--- config.mk ---
export PLATFORM = sky130hd
export DESIGN_NAME = srp_mem_flat
export DESIGN_NICKNAME = d
export VERILOG_FILES = /design/src/srp_pkg.sv /design/src/srp_if.sv /design/src/srp_mem.sv /design/src/flat_wrapper.sv
export SDC_FILE = /design/constraint.sdc
export NUM_CORES = 1
export LEC_CHECK = 0
export ABC_AREA = 1
export BUFFER_PORTS_ARGS = -buffer_cell sky130_fd_sc_hd__buf_2
export CAP_MARGIN = 15
export CORE_MARGIN = 8
export CORE_UTILIZATION = 25
export DETAILED_ROUTE_END_ITERATION = 16
export PLACE_DENSITY_LB_ADDON = 0.12
export SLEW_MARGIN = 10
export SYNTH_ARGS = -nofsm -noshare
export SYNTH_HDL_FRONTEND = slang
export SYNTH_SLANG_ARGS = --single-unit
--- constraint.sdc ---
create_clock -name core_clk_i -period 2.1 [get_ports core_clk_i]
set_clock_uncertainty 0.15 [all_clocks]
set_input_delay 0.525 -clock core_clk_i [delete_from_list [all_inputs] [get_ports core_clk_i]]
set_output_delay 0.525 -clock core_clk_i [all_outputs]
set_load 0.01 [all_outputs]
--- src/srp_pkg.sv ---
// Shared constants and types for the SDRAM row-activate and read path
package srp_pkg;
  localparam int unsigned DQ_W = 16;
  localparam int unsigned ROW_W = 12;
  localparam int unsigned COL_W = 8;
  localparam int unsigned BANK_W = 2;
  localparam int unsigned NBANK = 4;
  localparam int unsigned MODE_W = 12;
  // Mode word field positions
  localparam int unsigned BL_LSB = 0;
  localparam int unsigned LAT_LSB = 4;
  localparam int unsigned OPM_LO_POS = 7;
  localparam int unsigned OPM_HI_POS = 8;
  localparam int unsigned WBM_POS = 9;
  localparam int unsigned AP_POS = 10;
  // Burst length codes
  localparam logic [2:0] BL_1 = 3'h0;
  localparam logic [2:0] BL_2 = 3'h1;
  localparam logic [2:0] BL_4 = 3'h2;
  localparam logic [2:0] BL_8 = 3'h3;
  localparam logic [2:0] BL_FULL = 3'h7;
  // Read latency codes
  localparam logic [2:0] LAT_2 = 3'h2;
  localparam logic [2:0] LAT_3 = 3'h3;
  // Reset values
  localparam logic [MODE_W-1:0] MODE_RST = 12'h020;
  localparam logic [DQ_W-1:0] DQ_RST = 16'h0000;
  // Timing in ps and derived cycles at 125 MHz
  localparam int unsigned CLK_PS = 8000;
  localparam int unsigned T_RCD_PS = 20000;
  localparam int unsigned T_RC_PS = 63000;
  localparam int unsigned T_RRD_PS = 14000;
  localparam int unsigned T_RP_PS = 20000;
  localparam int unsigned RCD_CYC = (T_RCD_PS + CLK_PS - 1) / CLK_PS;
  localparam int unsigned RC_CYC = (T_RC_PS + CLK_PS - 1) / CLK_PS;
  localparam int unsigned RRD_CYC = (T_RRD_PS + CLK_PS - 1) / CLK_PS;
  localparam int unsigned RP_CYC = (T_RP_PS + CLK_PS - 1) / CLK_PS;
  localparam int unsigned DQM_RD_LAT = 2;
  // Command codes {cs_n, ras_n, cas_n, we_n}
  typedef enum logic [3:0] {
    SRP_CMD_NOP = 4'h7,
    SRP_CMD_ACT = 4'h3,
    SRP_CMD_RD = 4'h5,
    SRP_CMD_WR = 4'h4,
    SRP_CMD_PRE = 4'h2,
    SRP_CMD_BST = 4'h6,
    SRP_CMD_LMR = 4'h0
  } srp_cmd_t;
endpackage

--- src/srp_if.sv ---
// Pin-level link between memory controller and SDRAM read path
`timescale 1ns/1ps
interface srp_if;
  logic [3:0] cmd;
  logic [srp_pkg::BANK_W-1:0] ba;
  logic [srp_pkg::ROW_W-1:0] addr;
  logic dqm;
  logic [srp_pkg::DQ_W-1:0] dq_ctl;
  logic dq_ctl_oe;
  logic [srp_pkg::DQ_W-1:0] dq_mem;
  logic dq_mem_oe;
  modport ctl (output cmd, ba, addr, dqm, dq_ctl, dq_ctl_oe, input dq_mem, dq_mem_oe);
  modport mem (input cmd, ba, addr, dqm, dq_ctl, dq_ctl_oe, output dq_mem, dq_mem_oe);
endinterface

--- src/srp_mem.sv ---
// SDRAM device end: mode word, bank rows, read burst pipeline
//
// What the document requires of this read path
// RULE_01 - Read latency programmable to two or three
// RULE_02 - Drive from n+m-1, valid at n+m
// RULE_03 - Controller keeps both operating-mode bits zero
// RULE_04 - Write-burst-mode bit limits writes to one column
// RULE_05 - Latency two only up to 133 MHz
// RULE_06 - Activate row before reading or writing
// RULE_07 - Wait activate-to-access delay, rounded up
// RULE_08 - Precharge before new row; respect row cycle
// RULE_09 - Space activates across banks by bank delay
// RULE_10 - Read carries bank, column, auto-precharge choice
// RULE_11 - First element after latency, then each edge
// RULE_12 - Fixed burst ends high-Z; full page wraps
// RULE_13 - Chaining read issued latency minus one early
// RULE_14 - Reads accepted every cycle, any bank
// RULE_15 - Write after read data, idle cycle advised
// RULE_16 - Mask kills read output after two clocks
// RULE_17 - Interrupting write forces pins to high-Z
// RULE_18 - Mask acts on write data immediately
// RULE_19 - Precharge ends read latency minus one early
// RULE_20 - No bank command before precharge period ends; srp_ctl times only the bank named in the precharge, not all banks
// RULE_21 - Burst terminate ends full-page and plain reads
//
// The address-and-strobe port and the register addresses were left to the implementer.
`timescale 1ns/1ps
module srp_mem
(
  input wire logic core_clk_i,
  input wire logic arst_n_i,
  srp_if.mem link,
  output logic [srp_pkg::NBANK-1:0] bank_open_o,
  output logic mode_ok_o,
  output logic wr_valid_o,
  output logic wr_single_o
);
  // ==========================================================
  // State
  typedef struct packed {
    logic [srp_pkg::MODE_W-1:0] mode;
    logic [srp_pkg::NBANK-1:0] open;
    logic [srp_pkg::NBANK-1:0][srp_pkg::ROW_W-1:0] row;
    logic busy;
    logic [srp_pkg::BANK_W-1:0] bank;
    logic [srp_pkg::COL_W-1:0] col;
    logic [8:0] left;
    logic ap;
    logic pipe_v;
    logic [srp_pkg::COL_W-1:0] pipe_c;
    logic [srp_pkg::BANK_W-1:0] pipe_b;
    logic dqm_last;
    logic [srp_pkg::DQ_W-1:0] dq;
    logic dq_oe;
    logic wr_ok;
    logic wr_one;
  } srp_mem_st_t;

  srp_mem_st_t st_r;
  srp_mem_st_t st_nxt;
  logic [srp_pkg::NBANK-1:0][srp_pkg::ROW_W-1:0] row_live;
  logic [2:0] bl_code;
  logic [2:0] lat_code;
  logic [8:0] bl_len;
  logic lat3;
  logic [srp_pkg::COL_W-1:0] bl_mask;
  logic [srp_pkg::COL_W-1:0] next_col;

  // ==========================================================
  // Mode decode
  always_comb
  begin
    bl_code = st_r.mode[srp_pkg::BL_LSB +: 3];
    lat_code = st_r.mode[srp_pkg::LAT_LSB +: 3];
    lat3 = (lat_code == srp_pkg::LAT_3); // see RULE_01
    case (bl_code)
      srp_pkg::BL_2: bl_len = 9'h002;
      srp_pkg::BL_4: bl_len = 9'h004;
      srp_pkg::BL_8: bl_len = 9'h008;
      srp_pkg::BL_FULL: bl_len = 9'h100;
      default: bl_len = 9'h001;
    endcase
    bl_mask = 8'(bl_len - 9'h001);
    // Wrap within block; full page wraps to column 0
    next_col = (st_r.col & ~bl_mask) | (8'(st_r.col + 8'h01) & bl_mask); // see RULE_12
  end

  // Row storage per bank
  genvar gb;
  generate
    for (gb = 0; gb < srp_pkg::NBANK; gb++)
    begin : g_row
      assign row_live[gb] = st_r.row[gb];
    end
  endgenerate

  // ==========================================================
  // Next-state logic
  always_comb
  begin
    logic rd_cmd;
    logic wr_cmd;
    logic emit;
    rd_cmd = 1'b0;
    wr_cmd = 1'b0;
    emit = 1'b0;
    st_nxt = st_r;
    st_nxt.wr_ok = 1'b0;
    st_nxt.wr_one = 1'b0;
    st_nxt.dqm_last = link.dqm;
    // Extra stage for latency three holds the element of the last clock
    st_nxt.pipe_v = st_r.busy; // see RULE_11
    st_nxt.pipe_c = st_r.col;
    st_nxt.pipe_b = st_r.bank;
    // Burst sequencer advances one column per clock
    if (st_r.busy)
    begin
      st_nxt.col = next_col;
      if (bl_code == srp_pkg::BL_FULL)
        st_nxt.left = st_r.left;
      else
        st_nxt.left = st_r.left - 9'h001;
      if (bl_code != srp_pkg::BL_FULL && st_r.left == 9'h001)
      begin
        st_nxt.busy = 1'b0;
        if (st_r.ap)
          st_nxt.open[st_r.bank] = 1'b0; // see RULE_10
      end
    end
    case (srp_pkg::srp_cmd_t'(link.cmd))
      srp_pkg::SRP_CMD_LMR:
        st_nxt.mode = link.addr;
      srp_pkg::SRP_CMD_ACT:
      begin
        st_nxt.open[link.ba] = 1'b1; // see RULE_06
        st_nxt.row[link.ba] = link.addr;
      end
      srp_pkg::SRP_CMD_RD:
        rd_cmd = 1'b1;
      srp_pkg::SRP_CMD_WR:
        wr_cmd = 1'b1;
      srp_pkg::SRP_CMD_PRE:
      begin
        st_nxt.busy = 1'b0; // see RULE_19
        // Element already fetched still drains
        if (link.addr[srp_pkg::AP_POS])
          st_nxt.open = '0;
        else
          st_nxt.open[link.ba] = 1'b0;
      end
      srp_pkg::SRP_CMD_BST:
      begin
        st_nxt.busy = 1'b0; // see RULE_21
        // Element already fetched still drains
      end
      default:
        emit = 1'b0;
    endcase
    // New read truncates any burst, accepted every cycle
    if (rd_cmd)
    begin
      st_nxt.busy = 1'b1; // see RULE_14
      st_nxt.bank = link.ba;
      st_nxt.col = link.addr[srp_pkg::COL_W-1:0];
      st_nxt.ap = link.addr[srp_pkg::AP_POS]; // see RULE_10
      st_nxt.left = bl_len;
    end
    // Write interrupts a read; valid if mask was high before or no read is in flight
    if (wr_cmd)
    begin
      st_nxt.busy = 1'b0;
      st_nxt.pipe_v = 1'b0; // see RULE_17
      st_nxt.wr_ok = st_r.dqm_last | ~(st_r.busy | st_r.pipe_v);
      st_nxt.wr_one = st_r.mode[srp_pkg::WBM_POS] | (bl_code == srp_pkg::BL_1); // see RULE_04
    end
    // Output register: latency two drives from the sequencer, three from the stage
    emit = lat3 ? st_r.pipe_v : st_r.busy; // see RULE_02
    // Mask seen one clock ago blanks the pins two clocks after it
    if (emit && !st_r.dqm_last && !wr_cmd) // see RULE_16
    begin
      st_nxt.dq_oe = 1'b1;
      st_nxt.dq = lat3 ? {6'h00, st_r.pipe_b, st_r.pipe_c} ^ {4'h0, row_live[st_r.pipe_b]}
                       : {6'h00, st_r.bank, st_r.col} ^ {4'h0, row_live[st_r.bank]};
    end
    else
    begin
      st_nxt.dq_oe = 1'b0; // see RULE_12
      st_nxt.dq = st_r.dq;
    end
  end

  // ==========================================================
  // State register
  always_ff @(posedge core_clk_i or negedge arst_n_i)
  begin
    if (!arst_n_i)
    begin
      st_r <= '0;
      st_r.mode <= srp_pkg::MODE_RST;
      st_r.dqm_last <= 1'b1;
    end
    else
      st_r <= st_nxt;
  end

  // ==========================================================
  // Outputs
  assign link.dq_mem = st_r.dq;
  assign link.dq_mem_oe = st_r.dq_oe;
  assign bank_open_o = st_r.open;
  assign mode_ok_o = ~st_r.mode[srp_pkg::OPM_LO_POS] & ~st_r.mode[srp_pkg::OPM_HI_POS];
  assign wr_valid_o = st_r.wr_ok;
  assign wr_single_o = st_r.wr_one;
endmodule

--- src/flat_wrapper.sv ---
// flat-port wrapper written by rule: the top's interface ports become plain ports
module srp_mem_flat 
  (core_clk_i, arst_n_i, bank_open_o, mode_ok_o, wr_valid_o, wr_single_o, link_cmd, link_ba, link_addr, link_dqm, link_dq_ctl, link_dq_ctl_oe, link_dq_mem, link_dq_mem_oe);
  srp_if link_i ();
  input wire logic core_clk_i;
  input wire logic arst_n_i;
  output logic [srp_pkg::NBANK-1:0] bank_open_o;
  output logic mode_ok_o;
  output logic wr_valid_o;
  output logic wr_single_o;
  input wire logic [$bits(link_i.cmd)-1:0] link_cmd;
  input wire logic [$bits(link_i.ba)-1:0] link_ba;
  input wire logic [$bits(link_i.addr)-1:0] link_addr;
  input wire logic [$bits(link_i.dqm)-1:0] link_dqm;
  input wire logic [$bits(link_i.dq_ctl)-1:0] link_dq_ctl;
  input wire logic [$bits(link_i.dq_ctl_oe)-1:0] link_dq_ctl_oe;
  output wire logic [$bits(link_i.dq_mem)-1:0] link_dq_mem;
  output wire logic [$bits(link_i.dq_mem_oe)-1:0] link_dq_mem_oe;
  assign link_i.cmd = link_cmd;
  assign link_i.ba = link_ba;
  assign link_i.addr = link_addr;
  assign link_i.dqm = link_dqm;
  assign link_i.dq_ctl = link_dq_ctl;
  assign link_i.dq_ctl_oe = link_dq_ctl_oe;
  assign link_dq_mem = link_i.dq_mem;
  assign link_dq_mem_oe = link_i.dq_mem_oe;
  srp_mem u_core (.core_clk_i(core_clk_i), .arst_n_i(arst_n_i), .link(link_i), .bank_open_o(bank_open_o), .mode_ok_o(mode_ok_o), .wr_valid_o(wr_valid_o), .wr_single_o(wr_single_o));
endmodule
**Yosys cells after proc, flatten, opt, wreduce, memory -nomap -nowiden**

Cells that the tools add are included.
W data, S select, Z words.

- Add/subtract/negate cells: 3
- Multiply operators: 0
- Divide/modulo/power cells: 0
- $lt $le $gt $ge: 5
- Eq/ne operators: 13
- Shift-type cells: 0
- Mux-type cells: 31
- Bitwise operators: 18
- Reductions and logical operators: 12

Operators with widths:

| operator | count |
|---|---|
| $bmux W12 S2 | 2 |
| $bwmux W48 | 1 |
| $mux W12 | 4 |
| $pmux W9 S4 | 1 |
| $demux W12 S2 | 1 |
| $xor A10 B12 Y12 | 2 |
| $mux W21 | 1 |
| $mux W17 | 1 |
| $and A8 B8 Y8 | 2 |
| $mux W4 | 4 |
| $eq A4 B3 Y1 const B | 3 |
| $mux W1 | 11 |
| $eq A3 B2 Y1 const B | 3 |
| $eq A9 B1 Y1 const B | 1 |
| $lt A2 B3 Y1 const B | 3 |
| $mux W9 | 1 |
| $sub A9 B1 Y9 const B | 1 |
| $add A8 B1 Y8 const B | 1 |
| $and A4 B4 Y4 | 2 |
| $eq A4 B2 Y1 const B | 2 |
| $not A4 Y4 | 2 |
| $not A8 Y8 | 1 |
| $or A8 B8 Y8 | 1 |
| $pmux W4 S2 | 1 |
| 19 further kinds | 30 |

- Register bits: 114
- Latch bits: 0
- Memory bits (writable): 0
- Bits in read-only memories: 0
- Input port bits: 38
- Output and inout bits: 24
- Logic and storage cells: 101
- Memories kept: 0

**Logic depth before layout (Yosys ltp)**

Gate-level depths: netlist (run 1).

- Depth after elaboration: 12
- Gate-level depth with buffers: 11
- Gate-level depth less buffers: 10

**Least setup slack after synthesis (run 1)**

No wires, ideal clock.

- Path kind: input-to-reg
- Start point: input port link_cmd[2]
- End point: register u_core.st_r, in the netlist u_core.link.dq_mem[8]
- Setup time: 0.117 ns
- Arrival: 1.362 ns
- Data required time: 1.833 ns
- Setup slack: 0.471 ns
- Stages on the path: 10
- Buffers on the path: 1
- Path through: inv_1 nor2_1 nand2_2 inv_2 or2_0 nor2_2 inv_2 buf_6 nand2_1 nand2_1

- Word-level cells in the longest chain between the ends: 4

Ends and longest elaborated chain:

| what | line | source |
|---|---|---|
| from (decl) | flat_wrapper.sv:11 | `input wire logic [$bits(link_i.cmd)-1:0] link_cmd;` |
| $eq A4 B3 Y1 | srp_mem.sv:130 | `case (srp_pkg::srp_cmd_t'(link.cmd))` |
| $mux W1 | srp_mem.sv:130 |  |
| $logic_not A1 Y1 | srp_mem.sv:179 | `if (emit && !st_r.dqm_last && !wr_cmd)` |
| $logic_and A1 B1 Y1 | srp_mem.sv:179 |  |
| to (signal assigned) | srp_mem.sv:203 | `st_r <= st_nxt;` |
| to (decl) | srp_mem.sv:59 | `srp_mem_st_t st_r;` |

No other way between the ends.
A chain may end at the register's enable or synchronous reset.

**Final worst setup path (run 1)**

- Start point: register u_core.st_r[20] (netlist name)
- End point: register u_core.st_r, in the netlist u_core.link.dq_mem[4]

- Word-level cells in the longest chain between the ends: 4

Ends and longest elaborated chain:

| what | line | source |
|---|---|---|
| $bmux W12 S2 | srp_mem.sv:182 | `st_nxt.dq = lat3 ? {6'h00, st_r.pipe_b, st_r.pipe_c} ^ {4'h0, row_live[st_r.pipe_b]}` |
| $mux W12 (implied by the code) | srp_mem.sv:182 |  |
| $xor A10 B12 Y12 | srp_mem.sv:182 |  |
| $mux W12 | srp_mem.sv:182 |  |

No other way between the ends. The select of a mux whose other input is x is not followed.

==> metrics, run 1 <==
Synth cell types=30; DR iter-0 viols=301; initial core utilization=25.6%; Setup TNS=0 ns; most common cell after layout, fill and taps aside=nand2_1; Routed WL per cell=16.0 um; cts repair resizes=0; number of hold buffers added after cts=0; Ys Warns=0; crit-path max FO=12; top area cells in the synthesized netlist=dfrtp_1, nand2_1, o21ai_0; final RePlAce weighted congestion=0.773; leakage power total=0.00312 uW; critical path's slowest cell=dfrtp_1; routed vias/inst=4.68; CP arrival=1.96 ns; Worst Path Required=2.25 ns; post-synth top area share=47.8%; Area Overhead vs Synth=14.3%; sequential fraction of the synthesis area=48.7%; Setup CP Type=flip-flop to flip-flop; layout cells sized above 1=11.7%; P per Cell Area=1060 nW/um2; clock latency on the worst-skew pair=0.36 ns; H-tree levels=3; Site Rows=54; WHS=0.0266 ns; Tcrit/Tclk final=86.1%; I/O pin count=62; Tot GR Track Use=12.5%; nets@finish=813; number of remaining DRC errors=0; clock slew at reported path FFs=0.07 ns; max-slew violations=0; core area=21900 um2; clk sinks=109; HPWL Detailed=11700 um; FF+latch count, synth=109; Gate Count Post-Synth=744; Top cell by count, worst path=nand2_1; total routed wirelength=16900 um; critical path endpoint category=flip-flop; vias=4943; initial antenna violation count=0; IO Port Bufs=40; DRT Pass-1 Iters=5; worst vdd ir=0.424 mV; ANT nets after route=0; Slew headroom=64.9%; Setup crit start kind=flip-flop; RSZ-0062 raised after global routing=false; CP cell instances=inv_1, buf_4, nand2_1, nand3_1, a21oi_1, o21ai_0, nand2_1, nand2_1; most frequent cells in the layout=nand2_1, dfrtp_1, o21ai_0, nand3_1, nor2_1; number of CTS-inserted buffers=9; vias in the first global route=4985; Max Root-Sink Buffers=2; Post-CTS Setup Inserts=0; Setup crit start=u_core.st_r[20]; CTS tree=yes; Syn Std Cell Area=5610 um2; syn_area_per_cell=7.54 um2; Yosys top cell by area=dfrtp_1; Worst path max stage delay=0.38 ns; largest net degree at the start of global routing=83; crit path time final=1.81 ns; clk root buf=clkbuf_16; Setup-failing EPs final=0; first-pass GRT wire length=27500 um; Die Y=166 um; outcome=finished, final reports clean; max_cap viols=0; Max Clk Rate=553 MHz; Final Hold Viols=0; GRT overflow=0; diode count=0; worst r2r src=u_core.st_r[20]; hold crit path type=input pin to asynchronous set/reset pin; Die W=166 um; die area=27500 um2; Worst Tran Pin Value=0.525 ns
==> power breakdown <==
group          switching, uW  internal, uW
clock                    785           870
combinational           1290           798
sequential               431          2640
==> through the flow <==
| step | instance area [um2] | worst slack [ns] | cells | power (uW) | utilization, % |
|---|---|---|---|---|---|
| after CTS | 6410 | 0.245 | 1057 | 6920 | 29.3 |
| after detailed placement | 6130 | 0.171 | 1041 | 5210 | 28.0 |
| after global routing | 6410 | 0.149 | 1057 | 7360 | 29.3 |
| final | 6410 | 0.291 | 1057 | 6810 | 29.3 |
| after floorplan | 5620 | 0.471 | 747 | 4570 | - |
| after global placement | 6130 | 0.172 | 1041 | 5170 | 28.0 |
==> synthesized netlist by cell type (all sizes together) <==
master  count
xnor2       1
clkbuf     16
o221ai      2
nor2       55
xor2        5
a21oi      22
dfstp       2
o22ai       6
o21ai      99
inv        54
a31oi       3
dfrtp     107
conb        1
nand3      79
nand2     242
or2         1
nand3b      2
ha          3
nor3        3
o211ai      3
nand4       3
buf        35
==> kinds of logic (layout without fill, tap and decap cells) <==
| family | Yosys count | count (layout) | synth area share, % |
|---|---|---|---|
| other cells | 1 | 4 | 0.0669 |
| simple gates | 385 | 385 | 28.3 |
| fa+ha+maj | 3 | 3 | 0.670 |
| compound gates | 135 | 135 | 12.5 |
| xor+xnor | 6 | 6 | 0.937 |
| buf+inv | 105 | 135 | 8.84 |
| flops | 109 | 109 | 48.7 |
==> layer usage <==
| layer | vias up | routed length (um) | track usage, % |
|---|---|---|---|
| met5 | - | 0 | 0 |
| li1 | 2448 | - | - |
| met2 | 103 | 7920 | 20.4 |
| met1 | 2368 | 7960 | 16.0 |
| met4 | 0 | 435 | 5.29 |
| met3 | 24 | 619 | 1.92 |
==> worst paths after layout <==
kind	cells after the start	slack [ns]	end
setup / recovery	8	0.29	u_core.link.dq_mem[4]
hold / removal	2	0.03	u_core.st_r[113]
setup reg to reg	8	0.29	u_core.link.dq_mem[4]
hold reg to reg	2	0.32	u_core.link.dq_mem[6]
max in group asynchronous	2	1.37	u_core.row_live[18]
min in group core_clk_i	1	0.12	u_core.st_r[19]
==> flip-flops by register name (all words and copies together) (netlist names), named ones only <==
register and cells:
u_core.row_live 48, u_core.st_r 26, u_core.link.dq_mem 12, u_core.bank_open_o 4
u_core.bl_code 3, u_core.lat_code 3, u_core.st_nxt 3, u_core.link.dq_mem_oe 1
u_core.wr_single_o 1, u_core.wr_valid_o 1
==> worst max-delay path: cells and delay by family (launching register included) <==
family                 cells  cell delay, ns
AO/OA/AOI/OAI              2            0.34
buffers and inverters      2            0.58
flip-flops                 1            0.38
AND/OR/NAND/NOR            4            0.31
==> area by class of cell <==
class | instances | area (um2)
fillers | 2396 | 15500
flip-flops and latches | 109 | 2730
multi-input cells | 533 | 2390
repair buffers | 65 | 453
well taps | 280 | 350
clock buffers | 13 | 260
inverters | 54 | 203
clock inverters | 3 | 20.0
Power figures use the tool's default switching activity.
==> run 2, diff against run 1 <==
--- a/config.mk
+++ b/config.mk
@@ -7,11 +7,10 @@
 export LEC_CHECK = 0
 export ABC_AREA = 1
 export BUFFER_PORTS_ARGS = -buffer_cell sky130_fd_sc_hd__buf_2
-export CAP_MARGIN = 15
 export CORE_MARGIN = 8
 export CORE_UTILIZATION = 25
 export DETAILED_ROUTE_END_ITERATION = 16
-export PLACE_DENSITY_LB_ADDON = 0.12
+export PLACE_DENSITY = 0.39
 export SLEW_MARGIN = 10
 export SYNTH_ARGS = -nofsm -noshare
 export SYNTH_HDL_FRONTEND = slang
==> run 2 against run 1 <==
Fmax fell by 4.0%. Clock power rose by 17%. Sequential share of layout area fell by 0.26 points. First-iteration DRC count rose by 25%. Critical path depth did not move. Sequential cell count did not move. Non-clock buffer count rose by 3. Worst setup slack got worse by 0.075 ns. Register-to-register slack got worse by 0.08 ns.
==> metrics, run 2 (synthesized netlist as in run 1, its figures left out) <==
vias=4932 (-0.22%); total power=7080 uW (+4.0%); H-tree levels=3 (unchanged); # fillers=2376 (-0.83%); max_cap viols=0 (unchanged); Finished Cell Area=6450 um2 (+0.62%); worst vdd ir=0.417 mV (-1.4%); nets@finish=816 (+0.37%); CTS tree=yes; clk sinks=109 (unchanged); GRT overflow=0 (unchanged); CP arrival=2.03 ns (+0.07 ns); Setup crit start kind=flip-flop; FF-to-FF path depth=8 (unchanged); Final Hold Viols=0 (unchanged); most frequent cells in the layout=nand2_1, dfrtp_1, o21ai_0, nand3_1, nor2_1; Post-CTS Setup Inserts=0 (unchanged); initial core utilization=25.6% (unchanged); max FFs per register=48 (unchanged); Area Overhead vs Synth=15.0%; Site Rows=54 (unchanged); placed cells=1044 (+0.29%); die area=27500 um2 (unchanged); Worst Path Required=2.24 ns (about the same); number of remaining DRC errors=0 (unchanged); layout cells sized above 1=12.3% (+0.60 points); DR iter-0 viols=376 (+25%); Routed WL per cell=16.0 um (+0.17%); cts repair resizes=0 (unchanged); HPWL Detailed=11700 um (+0.38%); routed vias/inst=4.65 (-0.50%); initial antenna violation count=0 (unchanged); clock latency on the worst-skew pair=0.36 ns (about the same); Setup TNS=0 ns (unchanged); final std cells w/o fill=1060 (+0.28%); total routed wirelength=17000 um (+0.45%); Slew headroom=63.3% (-1.6 points); post-place setup slack=0.162 ns (-0.00907 ns); Tot GR Track Use=12.4% (-0.055 points); largest net degree at the start of global routing=60 (-28%); IO Port Bufs=40 (unchanged); RSZ-0062 raised after global routing=false; final RePlAce weighted congestion=0.773 (about the same); DRT Pass-1 Iters=5 (unchanged); max-slew violations=0 (unchanged); Max Clk Rate=531 MHz (-4.0%); outcome=finished, final reports clean; critical path endpoint category=flip-flop; Tcrit/Tclk final=89.7% (+3.6 points); vias in the first global route=4988 (+0.060%); Placed Area=6110 um2 (-0.25%); ANT nets after route=0 (unchanged); Die W=166 um (unchanged); core area=21900 um2 (unchanged); crit path time final=1.88 ns (+0.0752 ns); hold crit path type=input pin to asynchronous set/reset pin; crit-path max FO=6 (-6); Worst Tran Pin Value=0.549 ns (+0.0243 ns); first-pass GRT wire length=27600 um (+0.15%); diode count=0 (unchanged); Setup CP Type=flip-flop to flip-flop; Setup-failing EPs final=0 (unchanged); most common cell after layout, fill and taps aside=nand2_1; Die Y=166 um (unchanged); leakage power total=0.00313 uW (+0.49%); Reg2Reg Setup Slack=0.22 ns (-0.08 ns); clock slew at reported path FFs=0.07 ns (about the same); number of CTS-inserted buffers=9 (unchanged); P per Cell Area=1100 nW/um2 (+3.4%); worst setup margin=0.216 ns (-0.0752 ns); I/O pin count=62 (unchanged); clk root buf=clkbuf_16; Max Root-Sink Buffers=2 (unchanged); number of hold buffers added after cts=0 (unchanged)
[run 2: area by class of cell]
class,count,area [um2],area share [%]
multi-input combinational,533,2390,37.1
inverter,54,203,3.14
clock inverter,5,82.6,1.28
tap,280,350,5.43
timing repair buffer,68,438,6.79
clock buffer,11,253,3.92
sequential,109,2730,42.3
[run 2: metrics by stage]
step | hold WS, ns | utilization (%)
after detailed placement | 0.315 | 27.9
after global placement | 0.313 | 27.9
after global routing | 0.0235 | 29.5
after CTS | 0.0191 | 29.5
final | 0.0213 | 29.5
after floorplan | 0.0794 | -
[run 2: report_power, final]
group | internal (uW) | switching (uW)
combinational | 796 | 1290
clock | 1110 | 825
sequential | 2640 | 419
total | 4540 | 2540
[run 2: final timing paths]
path	from	to
worst max-delay path	u_core.lat_code[1]	u_core.link.dq_mem[5]
worst min-delay path	arst_n_i	u_core.bank_open_o[1]
worst max register to register	u_core.lat_code[1]	u_core.link.dq_mem[5]
worst min register to register	flip-flop	u_core.st_r[26]
max in group asynchronous	arst_n_i	u_core.lat_code[1]
min in group core_clk_i	link_dqm	u_core.st_r[19]
[run 2: routing by layer]
metal | wire length, um | track usage (%) | vias to the layer above
met2 | 8170 | 20.8 | 124
met4 | 219 | 3.57 | 0
met3 | 700 | 2.13 | 18
met1 | 7920 | 16.1 | 2331
li1 | - | - | 2459
met5 | 0 | 0 | -
[run 2: critical path, cell delays in order (launching register included)]
cell,delay (ns)
dfstp_2,0.53
nand2_1,0.12
buf_4,0.20
inv_1,0.10
buf_4,0.16
nand2_1,0.05
o21ai_0,0.32
nand2_1,0.11
nand2_1,0.07
